File: src/rtl/cap_report_pkg.sv
// capability report fields: shared constants, types and decode helpers
//
// Contract
// - clean request answered by response type 0x96
// - flag bit 0 shows hardware arbitration support
// - flag bit 1 only if driver status supported
// - flag bit 2 only if inbound flow control
// - flag bit 3 only if outbound flow control
// - flag bit 4 marks all-multicast plus global commands
// - bits 6:5 arbitration status, never 11b
// - flag bit 7 only with thermal self-shutdown
// - flag bit 8 only with delayed response
// - broadcast mask mirrors broadcast filter setting bits
// - multicast mask mirrors multicast filter setting bits
// - buffering field gives inbound storage in bytes
// - zero buffering means unspecified, not absent
// - notification support word uses enable word layout
package cap_report_pkg;

  ////////////////////////////////////////////////////////////////////////////
  // command and response codes
  localparam logic [7:0]  CMD_GET_CAP      = 8'h16;
  localparam logic [7:0]  RSP_GET_CAP      = 8'h96;

  ////////////////////////////////////////////////////////////////////////////
  // register byte offsets
  localparam logic [11:0] OFS_FLAGS        = 12'h000;
  localparam logic [11:0] OFS_BCAST        = 12'h004;
  localparam logic [11:0] OFS_MCAST        = 12'h008;
  localparam logic [11:0] OFS_BUFFER       = 12'h00C;
  localparam logic [11:0] OFS_AEN          = 12'h010;
  localparam logic [11:0] OFS_CTRL         = 12'h014;
  localparam logic [11:0] OFS_STATUS       = 12'h018;

  ////////////////////////////////////////////////////////////////////////////
  // capabilities flag word field positions
  localparam int          FLG_HW_ARB       = 0;
  localparam int          FLG_DRV_STATUS   = 1;
  localparam int          FLG_FC_TO_MC     = 2;
  localparam int          FLG_FC_FROM_MC   = 3;
  localparam int          FLG_ALL_MCAST    = 4;
  localparam int          FLG_ARB_LO       = 5;
  localparam int          FLG_ARB_HI       = 6;
  localparam int          FLG_THERMAL      = 7;
  localparam int          FLG_DELAYED      = 8;
  localparam int          FLG_RSVD_LO      = 9;

  // arbitration implementation status codes
  localparam logic [1:0]  ARB_UNKNOWN      = 2'b00;
  localparam logic [1:0]  ARB_NOT_IMPL     = 2'b01;
  localparam logic [1:0]  ARB_IMPL         = 2'b10;
  localparam logic [1:0]  ARB_RSVD         = 2'b11;

  ////////////////////////////////////////////////////////////////////////////
  // control and status field positions
  localparam int          CTRL_ENABLE      = 0;
  localparam int          CTRL_CLR_DROP    = 1;
  localparam int          STAT_CNT_LSB     = 0;
  localparam int          STAT_CNT_MSB     = 15;
  localparam int          STAT_BUSY        = 16;
  localparam int          STAT_DROP        = 17;

  ////////////////////////////////////////////////////////////////////////////
  // values after reset
  localparam logic [31:0] RST_WORD         = 32'h0000_0000;
  localparam logic        RST_ENABLE       = 1'b1;
  localparam logic [15:0] RST_COUNT        = 16'h0000;
  localparam logic [7:0]  RST_CODE         = 8'h00;

  ////////////////////////////////////////////////////////////////////////////
  // carriers
  typedef struct packed {
    logic [31:0] flags;   // capabilities flag word
    logic [31:0] bcast;   // broadcast filter capability mask
    logic [31:0] mcast;   // multicast filter capability mask
    logic [31:0] buffer;  // buffering capacity in bytes
    logic [31:0] aen;     // notification-control support word
  } cap_payload_s;

  typedef struct packed {
    logic        en;      // one-cycle write strobe
    logic [11:0] addr;    // byte offset of the word
    logic [31:0] data;    // write data
  } reg_wr_s;

  typedef enum logic [1:0] {
    ST_IDLE  = 2'b00,     // waiting for a request
    ST_BUILD = 2'b01      // snapshot taken, answer on the way
  } resp_state_e;

  ////////////////////////////////////////////////////////////////////////////
  // word address match, used by read and write decode
  function automatic logic addr_hit(input logic [11:0] a, input logic [11:0] ofs);
    return a[11:2] == ofs[11:2];
  endfunction : addr_hit

endpackage : cap_report_pkg

File: src/rtl/cap_flag_pack.sv
// capability flag word sanitiser
`timescale 1ns/1ps
module cap_flag_pack
  import cap_report_pkg::*;
(
  // raw word from software
  input  wire logic [31:0] raw_flags,
  // word safe to report
  output logic      [31:0] clean_flags
);

  // arbitration status with the reserved code folded away
  logic [1:0] arb_status;

  // reserved 11b is reported as unknown
  always_comb begin
    if (raw_flags[FLG_ARB_HI:FLG_ARB_LO] == ARB_RSVD) begin
      arb_status = ARB_UNKNOWN;
    end else begin
      arb_status = raw_flags[FLG_ARB_HI:FLG_ARB_LO];
    end
  end

  // single-bit capabilities pass, reserved bits forced low
  always_comb begin
    clean_flags                        = RST_WORD;
    clean_flags[FLG_HW_ARB]            = raw_flags[FLG_HW_ARB];
    clean_flags[FLG_DRV_STATUS]        = raw_flags[FLG_DRV_STATUS];
    clean_flags[FLG_FC_TO_MC]          = raw_flags[FLG_FC_TO_MC];
    clean_flags[FLG_FC_FROM_MC]        = raw_flags[FLG_FC_FROM_MC];
    clean_flags[FLG_ALL_MCAST]         = raw_flags[FLG_ALL_MCAST];
    clean_flags[FLG_ARB_HI:FLG_ARB_LO] = arb_status;
    clean_flags[FLG_THERMAL]           = raw_flags[FLG_THERMAL];
    clean_flags[FLG_DELAYED]           = raw_flags[FLG_DELAYED];
  end

endmodule : cap_flag_pack

File: src/rtl/cap_ahb_port.sv
// ahb-lite slave front end: zero wait states, always okay
`timescale 1ns/1ps
module cap_ahb_port
  import cap_report_pkg::*;
(
  // clock and reset
  input  wire logic        clock,
  input  wire logic        sys_rst,
  // ahb-lite slave side
  input  wire logic        hsel,
  input  wire logic [11:0] haddr,
  input  wire logic [1:0]  htrans,
  input  wire logic        hwrite,
  input  wire logic [2:0]  hsize,
  input  wire logic        hready,
  input  wire logic [31:0] hwdata,
  output logic      [31:0] hrdata,
  output logic             hreadyout,
  output logic             hresp,
  // register file side
  output logic      [11:0] rd_addr,
  input  wire logic [31:0] rd_data,
  output reg_wr_s          wr
);

  // pending write from the address phase
  logic        wr_pend_r;
  logic        wr_pend_nxt;
  logic [11:0] wr_addr_r;
  logic [11:0] wr_addr_nxt;
  logic [31:0] hrdata_r;
  logic [31:0] hrdata_nxt;
  logic        access;

  // valid transfer: selected, nonseq or seq, bus ready
  always_comb begin
    access      = hsel & htrans[1] & hready;
    rd_addr     = haddr;
    wr_pend_nxt = access & hwrite;
    wr_addr_nxt = access ? haddr : wr_addr_r;
    hrdata_nxt  = (access & ~hwrite) ? rd_data : RST_WORD;
    // write strobe lands in the data phase with hwdata
    wr.en       = wr_pend_r;
    wr.addr     = wr_addr_r;
    wr.data     = hwdata;
  end

  // address phase capture
  always_ff @(posedge clock or posedge sys_rst) begin
    if (sys_rst) begin
      wr_pend_r <= 1'b0;
      wr_addr_r <= OFS_FLAGS;
      hrdata_r  <= RST_WORD;
    end else begin
      wr_pend_r <= wr_pend_nxt;
      wr_addr_r <= wr_addr_nxt;
      hrdata_r  <= hrdata_nxt;
    end
  end

  // never stalls, never errors
  assign hrdata    = hrdata_r;
  assign hreadyout = 1'b1;
  assign hresp     = 1'b0;

endmodule : cap_ahb_port

File: src/rtl/cap_report_fields.sv
// capability report builder: config registers and discovery responder
//
// Local design decisions: the register addresses and register access over AHB-Lite.
`timescale 1ns/1ps
module cap_report_fields
  import cap_report_pkg::*;
(
  // clock and reset
  input  wire logic         clock,
  input  wire logic         sys_rst,
  // ahb-lite register bus
  input  wire logic         hsel,
  input  wire logic [11:0]  haddr,
  input  wire logic [1:0]   htrans,
  input  wire logic         hwrite,
  input  wire logic [2:0]   hsize,
  input  wire logic         hready,
  input  wire logic [31:0]  hwdata,
  output logic      [31:0]  hrdata,
  output logic              hreadyout,
  output logic              hresp,
  // decoded command from the sideband controller
  input  wire logic         cmd_valid,
  input  wire logic [7:0]   cmd_code,
  input  wire logic         cmd_err,
  output logic              cmd_busy,
  // response toward the packet builder
  output logic              rsp_valid,
  output logic      [7:0]   rsp_code,
  output cap_payload_s      rsp_payload
);

  ////////////////////////////////////////////////////////////////////////////
  // bus front end
  // zero wait states: every transfer takes one address and one data cycle
  // read data is captured at the address edge and shown for one cycle
  // writes land at the edge that ends their data phase
  // hsize is ignored; every register is one aligned word
  // hreadyout and hresp are constants, so the bus never stalls or errors
  // the port module owns the only flops on the bus path

  logic [11:0]  rd_addr;      // address-phase read offset
  logic [31:0]  rd_data;      // word handed back for the data phase
  reg_wr_s      wr;           // data-phase write strobe
  logic [31:0]  hrdata_w;     // registered read data
  logic         hreadyout_w;  // constant ready
  logic         hresp_w;      // constant okay

  cap_ahb_port u_port (
    .clock     (clock),
    .sys_rst   (sys_rst),
    .hsel      (hsel),
    .haddr     (haddr),
    .htrans    (htrans),
    .hwrite    (hwrite),
    .hsize     (hsize),
    .hready    (hready),
    .hwdata    (hwdata),
    .hrdata    (hrdata_w),
    .hreadyout (hreadyout_w),
    .hresp     (hresp_w),
    .rd_addr   (rd_addr),
    .rd_data   (rd_data),
    .wr        (wr)
  );

  // bus answers all come from flip-flops or constants
  assign hrdata    = hrdata_w;
  assign hreadyout = hreadyout_w;
  assign hresp     = hresp_w;

  ////////////////////////////////////////////////////////////////////////////
  // flag word sanitising on the write path
  // reserved bits and the reserved arbitration code never get stored

  logic [31:0] clean_flags;   // written word with reserved parts cleared

  cap_flag_pack u_pack (
    .raw_flags   (wr.data),
    .clean_flags (clean_flags)
  );

  ////////////////////////////////////////////////////////////////////////////
  // configuration registers
  // software fills these once the capabilities of the channel are known
  // all five words reset to zero, so an unconfigured channel claims nothing
  // buffering zero stands for unspecified, not for no buffer at all
  // the flag word is cleaned on its way in, never on its way out

  logic [31:0] flags_r;       // capabilities flag word
  logic [31:0] flags_nxt;
  logic [31:0] bcast_r;       // broadcast filter capability mask
  logic [31:0] bcast_nxt;
  logic [31:0] mcast_r;       // multicast filter capability mask
  logic [31:0] mcast_nxt;
  logic [31:0] buffer_r;      // inbound storage in bytes
  logic [31:0] buffer_nxt;
  logic [31:0] aen_r;         // notification-control support word
  logic [31:0] aen_nxt;
  logic        enable_r;      // responder on
  logic        enable_nxt;
  logic        clr_drop;      // one-cycle clear of the drop flag

  // write decode; only one word matches per strobe
  always_comb begin
    flags_nxt  = flags_r;
    bcast_nxt  = bcast_r;
    mcast_nxt  = mcast_r;
    buffer_nxt = buffer_r;
    aen_nxt    = aen_r;
    enable_nxt = enable_r;
    clr_drop   = 1'b0;
    if (wr.en) begin
      if (addr_hit(wr.addr, OFS_FLAGS)) begin
        // reserved code and bits never reach the register
        flags_nxt = clean_flags;
      end else if (addr_hit(wr.addr, OFS_BCAST)) begin
        // same positions as the broadcast filter settings
        bcast_nxt = wr.data;
      end else if (addr_hit(wr.addr, OFS_MCAST)) begin
        // same positions as the multicast filter settings
        mcast_nxt = wr.data;
      end else if (addr_hit(wr.addr, OFS_BUFFER)) begin
        // byte count; zero is kept as unspecified
        buffer_nxt = wr.data;
      end else if (addr_hit(wr.addr, OFS_AEN)) begin
        // same layout as the notification enable word
        aen_nxt = wr.data;
      end else if (addr_hit(wr.addr, OFS_CTRL)) begin
        // enable is stored; the clear bit only pulses for one cycle
        enable_nxt = wr.data[CTRL_ENABLE];
        clr_drop   = wr.data[CTRL_CLR_DROP];
      end else begin
        // status and unmapped words ignore writes
        enable_nxt = enable_r;
      end
    end
  end

  // written only through the bus; the responder reads but never writes
  // configuration storage; buffering resets to zero, meaning unspecified
  always_ff @(posedge clock or posedge sys_rst) begin
    if (sys_rst) begin
      flags_r  <= RST_WORD;
      bcast_r  <= RST_WORD;
      mcast_r  <= RST_WORD;
      buffer_r <= RST_WORD;
      aen_r    <= RST_WORD;
      enable_r <= RST_ENABLE;
    end else begin
      flags_r  <= flags_nxt;
      bcast_r  <= bcast_nxt;
      mcast_r  <= mcast_nxt;
      buffer_r <= buffer_nxt;
      aen_r    <= aen_nxt;
      enable_r <= enable_nxt;
    end
  end

  ////////////////////////////////////////////////////////////////////////////
  // responder state machine
  // timing of one discovery exchange:
  //   edge 1: clean request taken, fields frozen, busy raised
  //   edge 2: answer strobe and type code out, busy dropped, count bumped
  //   edge 3: answer strobe low again; type code and fields hold
  // a second request at edge 2 is lost and marks the drop flag
  // a request at edge 3 is taken, so the best rate is one per two cycles
  // errored, foreign or disabled requests are ignored without a trace
  // the snapshot protects the answer from a write landing meanwhile

  resp_state_e  state_r;      // responder state
  resp_state_e  state_nxt;
  logic         accept;       // clean discovery request taken now
  logic         busy_hit;     // request arriving while an answer is pending
  logic         drop_r;       // sticky: a request was lost while busy
  logic         drop_nxt;
  logic [15:0]  count_r;      // answers sent, wraps
  logic [15:0]  count_nxt;
  logic         rsp_valid_r;  // one-cycle answer strobe
  logic         rsp_valid_nxt;
  logic [7:0]   rsp_code_r;   // answer type
  logic [7:0]   rsp_code_nxt;
  cap_payload_s payload_r;    // snapshot of the fields
  cap_payload_s payload_nxt;
  logic         busy_r;       // request side held off
  logic         busy_nxt;

  // a request taken while disabled is not queued; the requester must retry
  // request qualification: right code, no error, responder on
  always_comb begin
    accept   = cmd_valid & ~cmd_err & (cmd_code == CMD_GET_CAP) & enable_r & (state_r == ST_IDLE);
    busy_hit = cmd_valid & ~cmd_err & (cmd_code == CMD_GET_CAP) & enable_r & (state_r != ST_IDLE);
  end

  // the count wraps at its width; software reads it as a free running tally
  // next state, snapshot and answer
  always_comb begin
    state_nxt     = state_r;
    payload_nxt   = payload_r;
    rsp_code_nxt  = rsp_code_r;
    rsp_valid_nxt = 1'b0;
    count_nxt     = count_r;
    busy_nxt      = busy_r;
    // a loss in the clearing cycle keeps the flag set
    drop_nxt      = busy_hit | (drop_r & ~clr_drop);
    case (state_r)
      ST_IDLE: begin
        if (accept) begin
          // fields frozen so a later write cannot tear the answer
          payload_nxt.flags  = flags_r;
          payload_nxt.bcast  = bcast_r;
          payload_nxt.mcast  = mcast_r;
          payload_nxt.buffer = buffer_r;
          payload_nxt.aen    = aen_r;
          busy_nxt           = 1'b1;
          state_nxt          = ST_BUILD;
        end
      end
      ST_BUILD: begin
        // answer goes out with its type code
        rsp_code_nxt  = RSP_GET_CAP;
        rsp_valid_nxt = 1'b1;
        count_nxt     = count_r + 16'h0001;
        busy_nxt      = 1'b0;
        state_nxt     = ST_IDLE;
      end
      default: begin
        // unused code falls back to idle
        busy_nxt  = 1'b0;
        state_nxt = ST_IDLE;
      end
    endcase
  end

  // the code and fields keep their last value between answers
  // responder registers
  always_ff @(posedge clock or posedge sys_rst) begin
    if (sys_rst) begin
      state_r     <= ST_IDLE;
      payload_r   <= '0;
      rsp_code_r  <= RST_CODE;
      rsp_valid_r <= 1'b0;
      count_r     <= RST_COUNT;
      drop_r      <= 1'b0;
      busy_r      <= 1'b0;
    end else begin
      state_r     <= state_nxt;
      payload_r   <= payload_nxt;
      rsp_code_r  <= rsp_code_nxt;
      rsp_valid_r <= rsp_valid_nxt;
      count_r     <= count_nxt;
      drop_r      <= drop_nxt;
      busy_r      <= busy_nxt;
    end
  end

  // no logic between these flops and the pins
  // answer ports straight from flops
  assign rsp_valid   = rsp_valid_r;
  assign rsp_code    = rsp_code_r;
  assign rsp_payload = payload_r;
  assign cmd_busy    = busy_r;

  ////////////////////////////////////////////////////////////////////////////
  // read decode
  // reads have no side effects; the drop flag clears only by a control write
  // status and control words are rebuilt every cycle from live state
  // unmapped offsets read zero and ignore writes

  logic [31:0] status_word;   // live responder status
  logic [31:0] ctrl_word;     // control readback

  // status and control layout
  always_comb begin
    status_word                            = RST_WORD;
    status_word[STAT_CNT_MSB:STAT_CNT_LSB] = count_r;
    status_word[STAT_BUSY]                 = busy_r;
    status_word[STAT_DROP]                 = drop_r;
    ctrl_word                              = RST_WORD;
    ctrl_word[CTRL_ENABLE]                 = enable_r;
  end

  // address decode mirrors the write side, in the same order
  // read mux; unmapped words read zero
  always_comb begin
    if (addr_hit(rd_addr, OFS_FLAGS)) begin
      rd_data = flags_r;
    end else if (addr_hit(rd_addr, OFS_BCAST)) begin
      rd_data = bcast_r;
    end else if (addr_hit(rd_addr, OFS_MCAST)) begin
      rd_data = mcast_r;
    end else if (addr_hit(rd_addr, OFS_BUFFER)) begin
      rd_data = buffer_r;
    end else if (addr_hit(rd_addr, OFS_AEN)) begin
      rd_data = aen_r;
    end else if (addr_hit(rd_addr, OFS_CTRL)) begin
      rd_data = ctrl_word;
    end else if (addr_hit(rd_addr, OFS_STATUS)) begin
      rd_data = status_word;
    end else begin
      rd_data = RST_WORD;
    end
  end

endmodule : cap_report_fields

File: config.mk
export PLATFORM = sky130hd
export DESIGN_NAME = cap_report_fields
export DESIGN_NICKNAME = d
export VERILOG_FILES = /design/src/rtl/cap_report_pkg.sv /design/src/rtl/cap_flag_pack.sv /design/src/rtl/cap_ahb_port.sv /design/src/rtl/cap_report_fields.sv
export SDC_FILE = /design/constraint.sdc
export NUM_CORES = 1
export LEC_CHECK = 0
export ABC_AREA = 1
export BUFFER_PORTS_ARGS = -buffer_cell sky130_fd_sc_hd__buf_2
export CORE_MARGIN = 10
export CORE_UTILIZATION = 45
export CTS_CLUSTER_DIAMETER = 30
export DETAILED_ROUTE_END_ITERATION = 6
export PLACE_DENSITY = 0.69
export SETUP_SLACK_MARGIN = 0.2
export SKIP_CTS_REPAIR_TIMING = 1
export SYNTH_ARGS = -nofsm -noshare
export SYNTH_HDL_FRONTEND = slang
export SYNTH_SLANG_ARGS = --single-unit
File: constraint.sdc
create_clock -name clock -period 9.25 [get_ports clock]
set_input_delay 0.4625 -clock clock [delete_from_list [all_inputs] [get_ports clock]]
set_output_delay 0.4625 -clock clock [all_outputs]
set_load 0.02 [all_outputs]
==> out/results.tsv <==
stage	metric	value	unit
final_layout	drive_gt1_frac	0.252	
global_routing	track_usage	0.207	
pwr	leakagePower	0.0103	uW
routing	via_count	11300	
final_layout	fin_nets	1866	
routing	drt_first_pass_iters	5	
routing	route.detailed.drc	0	
synth	synth_top_area_frac	0.586	
pwr	p_comb_frac	0.053	
synth	ys.flop_type	dfrtp_1	
pwr	power_density	259	nW/um^2
synth	synth_area	14400	um^2
routing	wl_per_cell	18.1	um
synth	syn_area_per_cell	9.24	um^2
cts	htreeDepth	3	
sta	worstMarginPinSlew	1.20	ns
final_layout	syn2layout_area_growth	27.4	%
synth	synth_seq_cells	338	
die	core	31600	um^2
job	drv_cap	0	
place	io_buffers	232	
die	io_pins	268	
setup_path	crit_type	flip-flop to flip-flop	
final_layout	layout.cells.non_filler	2266	
min_path	hold_path_class	input pin to flip-flop	
global_routing	grt_max_degree	151	
pwr	power_frac_seq	0.336	
synth	yosys.area.top_type	dfrtp_1	
routing	postRouteAntennaNets	0	
synth	async_flop_share	1.00	
sta	finalSetupTns	0	ns
sta	final-hold-violation-count	0	
pwr	p_switching	1070	uW
pwr	switching_share	0.226	
min_path	holdPathStages	3	
setup_path	rrSetupSlack	6.11	ns
setup_path	end_kind	flip-flop	
pwr	internal-power	3670	uW
place	placed_cells	2122	
setup_path	reg2regPathDepth	6	
place	gp_congestion	0.832	
sta	slew_viol_final	0	
cts	clk_pin_slew	0.05	ns
die	dieArea	39500	um^2
pwr	clockPowerShare	0.611	
cts	clkLatencyLatePin	0.57	ns
cts	cts_tree	built	
cts	cts.sinks	338	
synth	yosysSeqAreaShare	0.588	
synth	synth_edf_count	0	
pwr	peakVddDrop	179	uV
global_routing	grt_pass1_wl	64100	um
setup_path	worstSetupStartpointType	flip-flop	
synth	synth_commonest_cells	459 x nand2_1, 337 x dfrtp_1, 150 x inv_1	
die	fp.dieH	199	um
sta	finalCriticalPeriod	3.14	ns
min_path	whs_endpoint	flags_r[2]	
setup_path	crit_arrival	3.63	ns
synth	synth.most_common_cell	nand2_1	
cts	cts_max_path_buffers	3	
routing	drt_wl_total	40900	um
routing	drt_first_iter_violations	845	
global_routing	antenna_found_initial	1	
synth	ys.warnings.count	0	
die	start_util	0.456	
cts	cts_root_buffer	clkbuf_16	
synth	synthDistinctLibCells	41	
sta	setup_violations	0	
synth	synth_cells	1556	
sta	rsz0062_at_grt	false	
setup_path	critPathMaxFanout	53	
min_path	hold_start	hwdata[2]	
setup_path	cp.required	9.74	ns
outcome	status	finished clean	
global_routing	grt_pass1_vias	11500	
synth	synthTopCellsByArea	dfrtp_1 59%, nand2_1 12%, o21ai_0 4.7%	
cts	cts_buffers	79	
die	die_x	199	um
global_routing	grt-ovfl-total	0	
sta	fin_crit_sh	0.340	
setup_path	rr_endpoint	rsp_payload[37]	
routing	post_drt_via_cell_ratio	5.00	
sta	slew-limit-headroom	0.197	
sta	clock_skew	0.0270	ns
sta	max_freq	318	MHz
place	hpwl	26500	um
setup_path	reg2reg_from	enable_r	
die	rows	65	
==> state kept, by name, indices dropped and copies added (netlist names) <==
register,count
rsp_valid,1
rsp_payload,137
u_port.hrdata,32
bcast_r,32
aen_r,32
rsp_code,1
flags_r,9
enable_r,1
count_r,16
buffer_r,32
u_port.wr_addr_r,10
state_r,1
mcast_r,32
drop_r,1
u_port.wr_pend_r,1
==> final cells by class <==
class                      count  area (um^2)
inverter                     159          602
clock buffer                 107         2280
timing repair buffer         240         1250
tap                          402          503
antenna                        1         2.50
multi-input combinational    983         4690
fill                        2759        13200
clock inverter                36          542
sequential                   338         8460
==> worst max-delay path: stages, from the launching register on <==
cell	delay, ns
dfstp_2	0.55
nand2_1	0.09
nor4_4	0.34
nand3_4	0.59
inv_2	1.13
nand2_1	0.18
nand2_1	0.12
==> layout by cell type, fill, tap and decap left out, types with 5 or more instances in the layout <==
master,n
buf_4,6
nor2_4,5
clkbuf_16,82
dfrtp_1,337
nand2_1,459
nand2_2,8
clkbuf_8,13
bufinv_16,12
o211ai_1,9
xor2_1,11
inv_1,149
clkinv_2,7
conb_1,29
inv_2,7
nor3_1,10
nand3_1,31
clkinvlp_4,12
buf_2,232
nor2_1,77
o21ai_0,136
nor2_2,9
o22ai_1,13
clkbuf_1,12
o21ai_1,107
o21ai_2,50
==> worst max path at each step <==
stage	start	end	slack (ns)	depth (start not counted)
after floorplan	sys_rst	aen_r[0]	4.27	1
after global placement	cmd_code[5]	rsp_payload[3]	6.03	8
after detailed placement	cmd_code[5]	rsp_payload[3]	6.00	8
after CTS	enable_r	rsp_payload[37]	5.99	6
after global routing	enable_r	rsp_payload[118]	5.87	6
final	enable_r	rsp_payload[37]	6.11	6
==> power groups by stage <==
stage	combinational [uW]	clock (uW)	sequential [uW]
final	249	2900	1590
after global routing	282	3010	1600
after CTS	255	2930	1590
after detailed placement	252	0	1610
after global placement	246	0	1610
after floorplan	140	0	1640
==> stage by stage <==
step           hold WS, ns  area (um^2)  setup slack [ns]  utilization  total power (uW)
4_1_cts              0.128        18300              5.99        0.581              4780
6_report             0.150        18300              6.11        0.581              4740
2_1_floorplan        0.453        14500              4.27            -              1780
3_5_place_dp         0.460        15500              6.00        0.491              1870
3_3_place_gp         0.460        15500              6.03        0.491              1860
5_1_grt              0.157        18300              5.87        0.581              4900
==> routing by layer <==
layer  global-route usage  wire length [um]  vias to the layer above
li1                     -                 -                     5413
met1                0.266             17400                     5479
met2                0.335             19800                      382
met3               0.0529              2880                       58
met4               0.0698               801                        0
met5                    0                 0                        -
==> cell families after synthesis <==
logic type | after synthesis | share of synthesized area
and+or+nand+nor | 623 | 0.183
AOI/OAI and AO/OA | 317 | 0.126
DFF | 338 | 0.588
buffers and inverters | 262 | 0.0930
other | 2 | 0.000522
adders and majority gates | 1 | 0.000870
xor gates and xnor gates | 13 | 0.00792
(Power assumes the default switching activity.)
